$ cat src/rtl/dpo_defs.svh
// Constants of the deserializer parallel output controller.
// Assumes inclusion by bare name; holds definitions only.
`ifndef DPO_DEFS_SVH
`define DPO_DEFS_SVH

// APB register byte addresses
`define DPO_ADDR_CTRL   12'h000
`define DPO_ADDR_STAT   12'h004
`define DPO_ADDR_ISTAT  12'h008
`define DPO_ADDR_IMASK  12'h00c
`define DPO_ADDR_WORD   12'h010

// Control register fields and reset value
`define DPO_CTRL_OE      0
`define DPO_CTRL_STBY    1
`define DPO_CTRL_RST     2'h1

// Status register fields
`define DPO_STAT_LOCK    0
`define DPO_STAT_DRIVE   1
`define DPO_STAT_STBY    2
`define DPO_STAT_EDGE    3
`define DPO_STAT_ACQ     4

// Interrupt status and mask fields
`define DPO_IRQ_LOCK     0
`define DPO_IRQ_LOSS     1
`define DPO_IRQ_RESERVED_TIE_LOW     2
`define DPO_IRQ_WORD     3
`define DPO_IRQ_W        4

// Timing: core clock period and longest silence on the link clock
`define DPO_CLK_NS       50
`define DPO_LOSS_NS      2000
`define DPO_LOSS_CYC     (`DPO_LOSS_NS / `DPO_CLK_NS)

// Lock acquisition and word framing
`define DPO_LOCK_LAST    6'h1f
`define DPO_BIT_LAST     4'hf
`define DPO_CLK_HALF     4'h8

`endif

$ cat src/rtl/dpo_pkg.sv
// Types of the deserializer parallel output controller.
// Assumes the constants header is compiled alongside.
package dpo_pkg;

    // Clock-recovery states, one-hot
    typedef enum logic [2:0]
    {
        DPO_ST_OFF  = 3'b001,
        DPO_ST_ACQ  = 3'b010,
        DPO_ST_LOCK = 3'b100
    } dpo_state_t;

    // Pin inputs that travel through the synchroniser together
    typedef struct packed
    {
        logic       link_clk;
        logic [1:0] lane;
        logic       edge_sel;
        logic       out_en;
        logic       pwr_n;
        logic       reserved_tie_low;
    } dpo_pins_t;

endpackage : dpo_pkg

$ cat src/rtl/dpo_top.sv
// Output-side control of a two-lane deserializer: lock, word assembly,
// recovered clock, launch edge, tri-state control, APB registers, IRQ.
// Assumes the link and control pins are asynchronous to CORE_CLK and the link clock is
// much slower than CORE_CLK (400 ns against 50 ns).
//
// Summary of operation
// - Lock output low until lock, then high
// - No lock tri-states data bus and clock
// - Edge select high rising, low falling update
// - Output enable low tri-states, recovery keeps running
// - Power-down low tri-states all, stops recovery
// - Clock output runs at parallel word rate
// - Thirty-two bit word, bit 31 most significant
// - Serializer edge select mirrors this choice
//
// The address map and register access over APB were left to the implementer.
`timescale 1ns/1ps
`include "dpo_defs.svh"

module dpo_top
    import dpo_pkg::*;
(
    input  wire logic        CORE_CLK,             // Core clock, 20 MHz
    input  wire logic        RESETN,               // Async reset, active low
    input  wire logic        LINK_CLK,             // Link bit clock from serializer
    input  wire logic [1:0]  SERIAL_LANE_IN,       // Two serial data lanes
    input  wire logic        OUTPUT_EDGE_SELECT,   // 1 rising, 0 falling launch
    input  wire logic        OUTPUT_ENABLE,        // Output enable, active high
    input  wire logic        POWER_DOWN_N,         // Standby when low
    input  wire logic        RESERVED_TIE_LOW,     // Must be held low
    output logic      [31:0] RECOVERED_DATA_OUT,   // Parallel word
    output logic             RECOVERED_DATA_OE_N,  // Low while data driven
    output logic             RECOVERED_CLOCK_OUT,  // Word-rate clock
    output logic             RECOVERED_CLOCK_OE_N, // Low while clock driven
    output logic             LOCK_OUT,             // Lock status
    output logic             LOCK_OE_N,            // Low while lock driven
    output logic             IRQ,                  // Level interrupt
    input  wire logic        PSEL,                 // APB select
    input  wire logic        PENABLE,              // APB enable
    input  wire logic        PWRITE,               // APB direction
    input  wire logic [11:0] PADDR,                // APB byte address
    input  wire logic [31:0] PWDATA,               // APB write data
    output logic      [31:0] PRDATA,               // APB read data
    output logic             PREADY,               // APB ready
    output logic             PSLVERR               // APB error on unmapped
);

    // Synchroniser stages and link edge finder
    dpo_pins_t   pins_s1_q;
    dpo_pins_t   pins_s2_q;
    logic        link_prev_q;

    // Clock-recovery state
    dpo_state_t  state_q,    state_d;
    logic [5:0]  edge_cnt_q, edge_cnt_d;
    logic [6:0]  idle_cnt_q, idle_cnt_d;
    logic [3:0]  bit_cnt_q,  bit_cnt_d;
    logic [15:0] lo_q,       lo_d;
    logic [15:0] hi_q,       hi_d;
    logic [31:0] word_q,     word_d;
    logic        rclk_q,     rclk_d;

    // Output stage
    logic        rclk_prev_q;
    logic [31:0] out_q,      out_d;
    logic        drive_q,    drive_d;
    logic        stby_q,     stby_d;

    // Register file
    logic [1:0]  ctrl_q,     ctrl_d;
    logic [`DPO_IRQ_W-1:0] istat_q, istat_d;
    logic [`DPO_IRQ_W-1:0] imask_q, imask_d;
    logic [31:0] rdata_q,    rdata_d;

    // Combinational helpers
    logic        link_rise;
    logic        standby;
    logic        timeout;
    logic        ev_lock;
    logic        ev_loss;
    logic        ev_word;
    logic        launch;
    logic        wr_acc;
    logic        rd_setup;
    logic        mapped;
    logic [`DPO_IRQ_W-1:0] events;

    // Two-flop synchroniser; only stage two is ever read
    always_ff @(posedge CORE_CLK or negedge RESETN)
    begin
        if (!RESETN)
        begin
            pins_s1_q   <= '0;
            pins_s2_q   <= '0;
            link_prev_q <= 1'b0;
        end
        else
        begin
            pins_s1_q   <= {LINK_CLK, SERIAL_LANE_IN, OUTPUT_EDGE_SELECT,
                            OUTPUT_ENABLE, POWER_DOWN_N, RESERVED_TIE_LOW};
            pins_s2_q   <= pins_s1_q;
            link_prev_q <= pins_s2_q.link_clk;
        end
    end

    // Standby from pin or software; pin power-down always wins
    assign link_rise = pins_s2_q.link_clk & ~link_prev_q;
    assign standby   = ~pins_s2_q.pwr_n | ctrl_q[`DPO_CTRL_STBY];
    assign timeout   = (idle_cnt_q == 7'(`DPO_LOSS_CYC));

    // Clock recovery: acquire on steady edges, frame 16 bits per lane
    always_comb
    begin
        state_d    = state_q;
        edge_cnt_d = edge_cnt_q;
        idle_cnt_d = idle_cnt_q;
        bit_cnt_d  = bit_cnt_q;
        lo_d       = lo_q;
        hi_d       = hi_q;
        word_d     = word_q;
        rclk_d     = rclk_q;
        ev_lock    = 1'b0;
        ev_loss    = 1'b0;
        ev_word    = 1'b0;
        if (link_rise)
            idle_cnt_d = '0;
        else if (!timeout)
            idle_cnt_d = idle_cnt_q + 7'h01;
        case (state_q)
            DPO_ST_OFF:
            begin
                edge_cnt_d = '0;
                idle_cnt_d = '0;
                bit_cnt_d  = '0;
                rclk_d     = 1'b0;
                if (!standby)
                    state_d = DPO_ST_ACQ;
            end
            DPO_ST_ACQ:
            begin
                // Lock only after a run of edges without a gap; the edge that
                // ends a long gap opens a fresh run rather than being dropped
                if (link_rise)
                begin
                    edge_cnt_d = timeout ? 6'h01 : edge_cnt_q + 6'h01;
                    if (!timeout && (edge_cnt_q == `DPO_LOCK_LAST))
                    begin
                        state_d   = DPO_ST_LOCK;
                        bit_cnt_d = '0;
                        ev_lock   = 1'b1;
                    end
                end
                else if (timeout)
                    edge_cnt_d = '0;
            end
            DPO_ST_LOCK:
            begin
                if (timeout)
                begin
                    state_d    = DPO_ST_ACQ;
                    edge_cnt_d = {5'h0, link_rise}; // Edge ending the gap opens a run
                    rclk_d     = 1'b0;
                    ev_loss    = 1'b1;
                end
                else if (link_rise)
                begin
                    // LSB first on each lane; lane 1 carries the upper half
                    lo_d      = {pins_s2_q.lane[0], lo_q[15:1]};
                    hi_d      = {pins_s2_q.lane[1], hi_q[15:1]};
                    bit_cnt_d = bit_cnt_q + 4'h1;
                    if (bit_cnt_q == `DPO_BIT_LAST)
                    begin
                        word_d  = {hi_d, lo_d};
                        ev_word = 1'b1;
                    end
                    rclk_d = (bit_cnt_d < `DPO_CLK_HALF);
                end
            end
            default:
                state_d = DPO_ST_OFF;
        endcase
        if (standby)
        begin
            // Power-down shuts recovery; lock must be earned again
            if (state_q == DPO_ST_LOCK)
                ev_loss = 1'b1;
            state_d = DPO_ST_OFF;
            rclk_d  = 1'b0;
        end
    end

    always_ff @(posedge CORE_CLK or negedge RESETN)
    begin
        if (!RESETN)
        begin
            state_q    <= DPO_ST_OFF;
            edge_cnt_q <= '0;
            idle_cnt_q <= '0;
            bit_cnt_q  <= '0;
            lo_q       <= '0;
            hi_q       <= '0;
            word_q     <= '0;
            rclk_q     <= 1'b0;
        end
        else
        begin
            state_q    <= state_d;
            edge_cnt_q <= edge_cnt_d;
            idle_cnt_q <= idle_cnt_d;
            bit_cnt_q  <= bit_cnt_d;
            lo_q       <= lo_d;
            hi_q       <= hi_d;
            word_q     <= word_d;
            rclk_q     <= rclk_d;
        end
    end

    // Launch on the chosen edge of the recovered clock
    assign launch = pins_s2_q.edge_sel ? (rclk_q & ~rclk_prev_q)
                                       : (~rclk_q & rclk_prev_q);

    // Output stage; enables follow lock, enable pin and power-down
    always_comb
    begin
        out_d   = launch ? word_q : out_q;
        stby_d  = standby;
        drive_d = (state_q == DPO_ST_LOCK) & ~standby
                & pins_s2_q.out_en & ctrl_q[`DPO_CTRL_OE];
    end

    always_ff @(posedge CORE_CLK or negedge RESETN)
    begin
        if (!RESETN)
        begin
            rclk_prev_q <= 1'b0;
            out_q       <= '0;
            drive_q     <= 1'b0;
            stby_q      <= 1'b1;
        end
        else
        begin
            rclk_prev_q <= rclk_q;
            out_q       <= out_d;
            drive_q     <= drive_d;
            stby_q      <= stby_d;
        end
    end

    assign RECOVERED_DATA_OUT   = out_q;
    assign RECOVERED_CLOCK_OUT  = rclk_q;
    assign RECOVERED_DATA_OE_N  = ~drive_q;
    assign RECOVERED_CLOCK_OE_N = ~drive_q;
    assign LOCK_OUT             = (state_q == DPO_ST_LOCK);
    assign LOCK_OE_N            = stby_q;

    // APB decode: zero-wait, read data latched in the setup cycle
    assign wr_acc   = PSEL & PENABLE & PWRITE;
    assign rd_setup = PSEL & ~PENABLE & ~PWRITE;
    assign mapped   = (PADDR == `DPO_ADDR_CTRL)  || (PADDR == `DPO_ADDR_STAT)
                   || (PADDR == `DPO_ADDR_ISTAT) || (PADDR == `DPO_ADDR_IMASK)
                   || (PADDR == `DPO_ADDR_WORD);

    // Tied-high reserved pin is flagged as a board fault
    assign events = {ev_word, pins_s2_q.reserved_tie_low, ev_loss, ev_lock};

    // Registers; a new event beats a write-one-to-clear in the same cycle
    always_comb
    begin
        ctrl_d  = ctrl_q;
        imask_d = imask_q;
        istat_d = istat_q;
        rdata_d = rdata_q;
        if (wr_acc)
        begin
            if (PADDR == `DPO_ADDR_CTRL)
                ctrl_d = PWDATA[1:0];
            else if (PADDR == `DPO_ADDR_IMASK)
                imask_d = PWDATA[`DPO_IRQ_W-1:0];
            else if (PADDR == `DPO_ADDR_ISTAT)
                istat_d = istat_q & ~PWDATA[`DPO_IRQ_W-1:0];
        end
        istat_d = istat_d | events;
        if (rd_setup)
        begin
            if (PADDR == `DPO_ADDR_CTRL)
                rdata_d = {30'h0, ctrl_q};
            else if (PADDR == `DPO_ADDR_STAT)
                rdata_d = {27'h0, (state_q == DPO_ST_ACQ), pins_s2_q.edge_sel,
                           stby_q, drive_q, (state_q == DPO_ST_LOCK)};
            else if (PADDR == `DPO_ADDR_ISTAT)
                rdata_d = {28'h0, istat_q};
            else if (PADDR == `DPO_ADDR_IMASK)
                rdata_d = {28'h0, imask_q};
            else if (PADDR == `DPO_ADDR_WORD)
                rdata_d = word_q;
            else
                rdata_d = '0;
        end
    end

    always_ff @(posedge CORE_CLK or negedge RESETN)
    begin
        if (!RESETN)
        begin
            ctrl_q  <= `DPO_CTRL_RST;
            imask_q <= '0;
            istat_q <= '0;
            rdata_q <= '0;
        end
        else
        begin
            ctrl_q  <= ctrl_d;
            imask_q <= imask_d;
            istat_q <= istat_d;
            rdata_q <= rdata_d;
        end
    end

    assign PRDATA  = rdata_q;
    assign PREADY  = 1'b1;
    assign PSLVERR = PSEL & PENABLE & ~mapped;
    assign IRQ     = |(istat_q & imask_q);

endmodule : dpo_top

$ cat config.mk
export PLATFORM = sky130hd
export DESIGN_NAME = dpo_top
export DESIGN_NICKNAME = d
export VERILOG_FILES = /design/src/rtl/dpo_pkg.sv /design/src/rtl/dpo_top.sv
export VERILOG_INCLUDE_DIRS = /design/src /design/src/rtl
export SDC_FILE = /design/constraint.sdc
export NUM_CORES = 1
export LEC_CHECK = 0
export BUFFER_PORTS_ARGS = -buffer_cell sky130_fd_sc_hd__buf_2
export CELL_PAD_IN_SITES_DETAIL_PLACEMENT = 0
export CELL_PAD_IN_SITES_GLOBAL_PLACEMENT = 2
export CORE_AREA = 2 2 140 142
export CTS_CLUSTER_SIZE = 12
export DETAILED_ROUTE_END_ITERATION = 6
export DIE_AREA = 0 0 142 144
export PLACE_DENSITY = 0.78
export SYNTH_ARGS = -nofsm -noshare
export SYNTH_HDL_FRONTEND = slang
export SYNTH_SLANG_ARGS = --single-unit
$ cat constraint.sdc
create_clock -name CORE_CLK -period 2.9 [get_ports CORE_CLK]
set_input_delay 0 -clock CORE_CLK [delete_from_list [all_inputs] [get_ports CORE_CLK]]
set_output_delay 0 -clock CORE_CLK [all_outputs]
set_load 0.01 [all_outputs]
==> impl_metrics.tcl <==
set metrics [dict create \
    status "finished clean" \
    number_of_sinks_handled_by_clock_tree_synthesis 175 \
    cts_root_buffer "clkbuf_16" \
    hold_viol_final 0 \
    count_of_unresolved_drc_violations_after_routing 0 \
    drt_wl_total_um 14440 \
    wl_per_cell_um 16.37 \
    worst_hold_path_type "primary input to flip-flop" \
    timing.critical_path.slowest_cell_delay_ns 0.55 \
    final.min_clock_period_ns 2.316 \
    timing.final.setup_violations 0 \
    worst_clock_skew_ns 0.01195 \
    ant_nets 0 \
    synth_seq_area_share_pct 61.46 \
    gpl.final_weighted_congestion 0.7421 \
    dp_slack_ns 0.5802 \
    path_delay_family "simple AND/OR/NAND/NOR gates" \
    detail_route.vias_per_cell 5.116 \
    drive_above_1_share_pct 34.63 \
    cts.htree.levels 4 \
    netlist_top_cells_count "172 x dfrtp_1, 71 x mux2_2, 30 x a22o_1, 29 x mux2_1, 18 x nand2_1" \
    cts_made_buffers 17 \
    start_kind "flip-flop" \
    post-synth-top-area-cell "dfrtp_1" \
    synth-async-reset-ratio_pct 100.0 \
    synth.top_cells.by_area "dfrtp_1 60%, mux2_2 11%, mux2_1 4.6%" \
    fp.dieH_um 144 \
    slew_violations 0 \
    cell_chain_critical_path "or3b_1, a211oi_4, and4_2, buf_12, mux2_2" \
    critPathSlowestCell "or3b_1" \
    floorplan.initialDensity_pct 37.38 \
    crit_buf_inv 1 \
    floorplan.core_area_um2 19080 \
    first_pass_grt_wire_length_um 23150 \
    fin_hold_ws_ns 0.04627 \
    ws_path_type "flip-flop to flip-flop" \
    final.setup.worst_slack_ns 0.5836 \
    synthDistinctLibCells 61 \
    dpl.cell_count 837 \
    required_ns 3.20 \
    max-cap-violations 0 \
    grt_pass1_vias 4434 \
    synth.net_count 583 \
    initialDrtViolationCount 190 \
    synthMostInstantiatedCell "dfrtp_1" \
    netlist.area_leader.share_pct 60.35 \
    port_buffers 98 \
    tightestPinTransition_ns 0.7570 \
    total_of_flip_flops_plus_latches_after_synthesis 175 \
    setup.worst_path.end "word_q[1]" \
    worstReg2RegEnd "word_q[1]" \
    num_vias 4512 \
    flow.area_growth_from_synthesis_pct 20.44 \
    reg2regPathDepth 5 \
    cts.clk_slew.worst_paths_ns 0.07 \
    floorplan.io_pins 128 \
    synth-edff-count 0 \
    worstSetupPathDepth 5 \
    worst_r2r_startpoint "state_q[1]" \
    p_leak_nw 4.388 \
    fin_util_pct 45.02 \
    fin_tns_setup_ns 0 \
    critPathArrivalTime_ns 2.62 \
    clock_tree_from_tritoncts "built" \
    synth_area_per_cell_um2 13.64 \
    antenna_violations_before_repair 0 \
    ir_worst_vdd_mv 0.3986 \
    grt_setup_unrepaired "no" \
    cts_buffer_depth 2 \
    antenna-diode-count 0 \
    r2r_setup_slack_ns 0.58 \
    fin_cells 882 \
    timing.fmax_mhz 431.7 \
    yosys_warnings 0 \
    dp.final_hpwl_um 9538 \
    filler_cell_count 1737 \
    post-route-period-util_pct 79.88 \
    seqCellArea_um2 4383 \
    tightest_slew_margin_relative_to_the_limit_pct 49.23 \
    grt_max_degree 75 \
    cell_pwr_density_nw_per_um2 578.9 \
    setup.worst_path.end_class "flip-flop" \
    critical_path_peak_fanout 32 \
    clk_latency_ns 0.42 \
    netlist_instances 523 \
    crit_path_start "state_q[1]" \
    gr-usage-all-layers_pct 14.50 \
    first_pass_iteration_count_of_the_detailed_router 4 \
    cell_area_after_synthesis_um2 7132 \
    design.final.nets 691 \
    multiInputGateArea_um2 2580 \
    fp-row-count 51 \
    dominantRegCellSynth "dfrtp_1" \
    die_width_um 142 \
    floorplan.die_area_um2 20450 \
    global_route.overflow_total 0 \
]
## how the worst min path moves through the flow
stage	from	end	slack, ns	depth (start not counted)
2_1_floorplan	RESETN	PRDATA[0]	-0.30	0
5_1_grt	PSEL	PRDATA[0]	0.05	3
3_3_place_gp	RESETN	PRDATA[12]	0.05	1
3_5_place_dp	RESETN	PRDATA[12]	0.06	1
6_report	PSEL	PRDATA[0]	0.05	3
4_1_cts	PSEL	PRDATA[0]	0.03	3
## cell type report
cell class | count | area share [%]
Clock buffer | 20 | 5.433
Clock inverter | 12 | 1.442
Inverter | 5 | 0.2185
Multi-Input combinational cell | 312 | 30.04
Sequential cell | 175 | 51.03
Tap cell | 238 | 3.467
Timing Repair Buffer | 120 | 8.376
## state kept, by name (all words and copies together), names as in the netlist, 2 cells and up
name and count:
edge_cnt_q 6, word_q 32, istat_q 4, ctrl_q 2, pins_s2_q 6, RECOVERED_DATA_OUT 32
PRDATA 32, pins_s1_q 7, state_q 3, idle_cnt_q 7, lo_q 15, bit_cnt_q 4
hi_q 15, imask_q 4
## where the power goes
part           switching [W]  total [W]  internal [W]
logic               0.000134   0.000210     0.0000762
clock network       0.000993    0.00227       0.00127
registers          0.0000264    0.00249       0.00247
total                0.00115    0.00497       0.00382
## metrics by stage
| stage | power (W) | cell area (um2) |
|---|---|---|
| finish | 0.004972 | 8589 |
| global route | 0.005181 | 8589 |
| global placement | 0.002736 | 7869 |
| CTS | 0.005047 | 8589 |
| floorplan | 0.002635 | 7132 |
| detailed placement | 0.002743 | 7869 |
## cell families (layout without fill, tap and decap cells)
| group | after synthesis | after routing | synth area share, % |
|---|---|---|---|
| DFF | 175 | 175 | 61.46 |
| xor gates and xnor gates | 7 | 7 | 0.8597 |
| adders and majority gates | 4 | 4 | 0.7018 |
| buffers and inverters | 36 | 157 | 2.544 |
| and+or+nand+nor | 109 | 109 | 8.790 |
| muxes | 100 | 100 | 15.79 |
| AOI/OAI and AO/OA | 91 | 91 | 9.807 |
| other | 1 | 1 | 0.05258 |
## timing repair
action	in CTS	in global routing
endpoints found under the setup margin	0	0
buffers inserted	0	0
resized for setup	0	0
endpoints found under the hold margin	87	0
hold buffers	13	0
## placed cells by master (no fill, tap or decap), types with 4 or more instances in the layout
master / n
ha_1: 4
and3_1: 6
nand3_1: 14
inv_1: 5
xor2_1: 4
a211o_1: 5
nand3b_1: 6
o31ai_1: 5
clkbuf_16: 17
mux2_1: 29
dlygate4sd3_1: 13
nor2_1: 17
buf_2: 97
mux2_2: 71
buf_4: 7
nor3_1: 6
nor2b_1: 9
a22o_1: 30
nand2_1: 18
dfrtp_1: 172
or3_1: 4
nand2b_1: 8
o21ai_0: 8
a21oi_1: 14
## worst min-delay path, cell delays in order
cell,delay [ns]
buf_2,0.11
and2_1,0.21
a31oi_1,0.10
## per-layer routing
metal	global-route usage (%)	vias up	share of wire, %
li1	-	2132	-
met4	3.632	0	0.68
met3	4.338	8	3.8
met2	22.71	89	47
met1	19.86	2283	49
met5	0	-	0
Note: power is estimated with default switching activity, not from simulation.
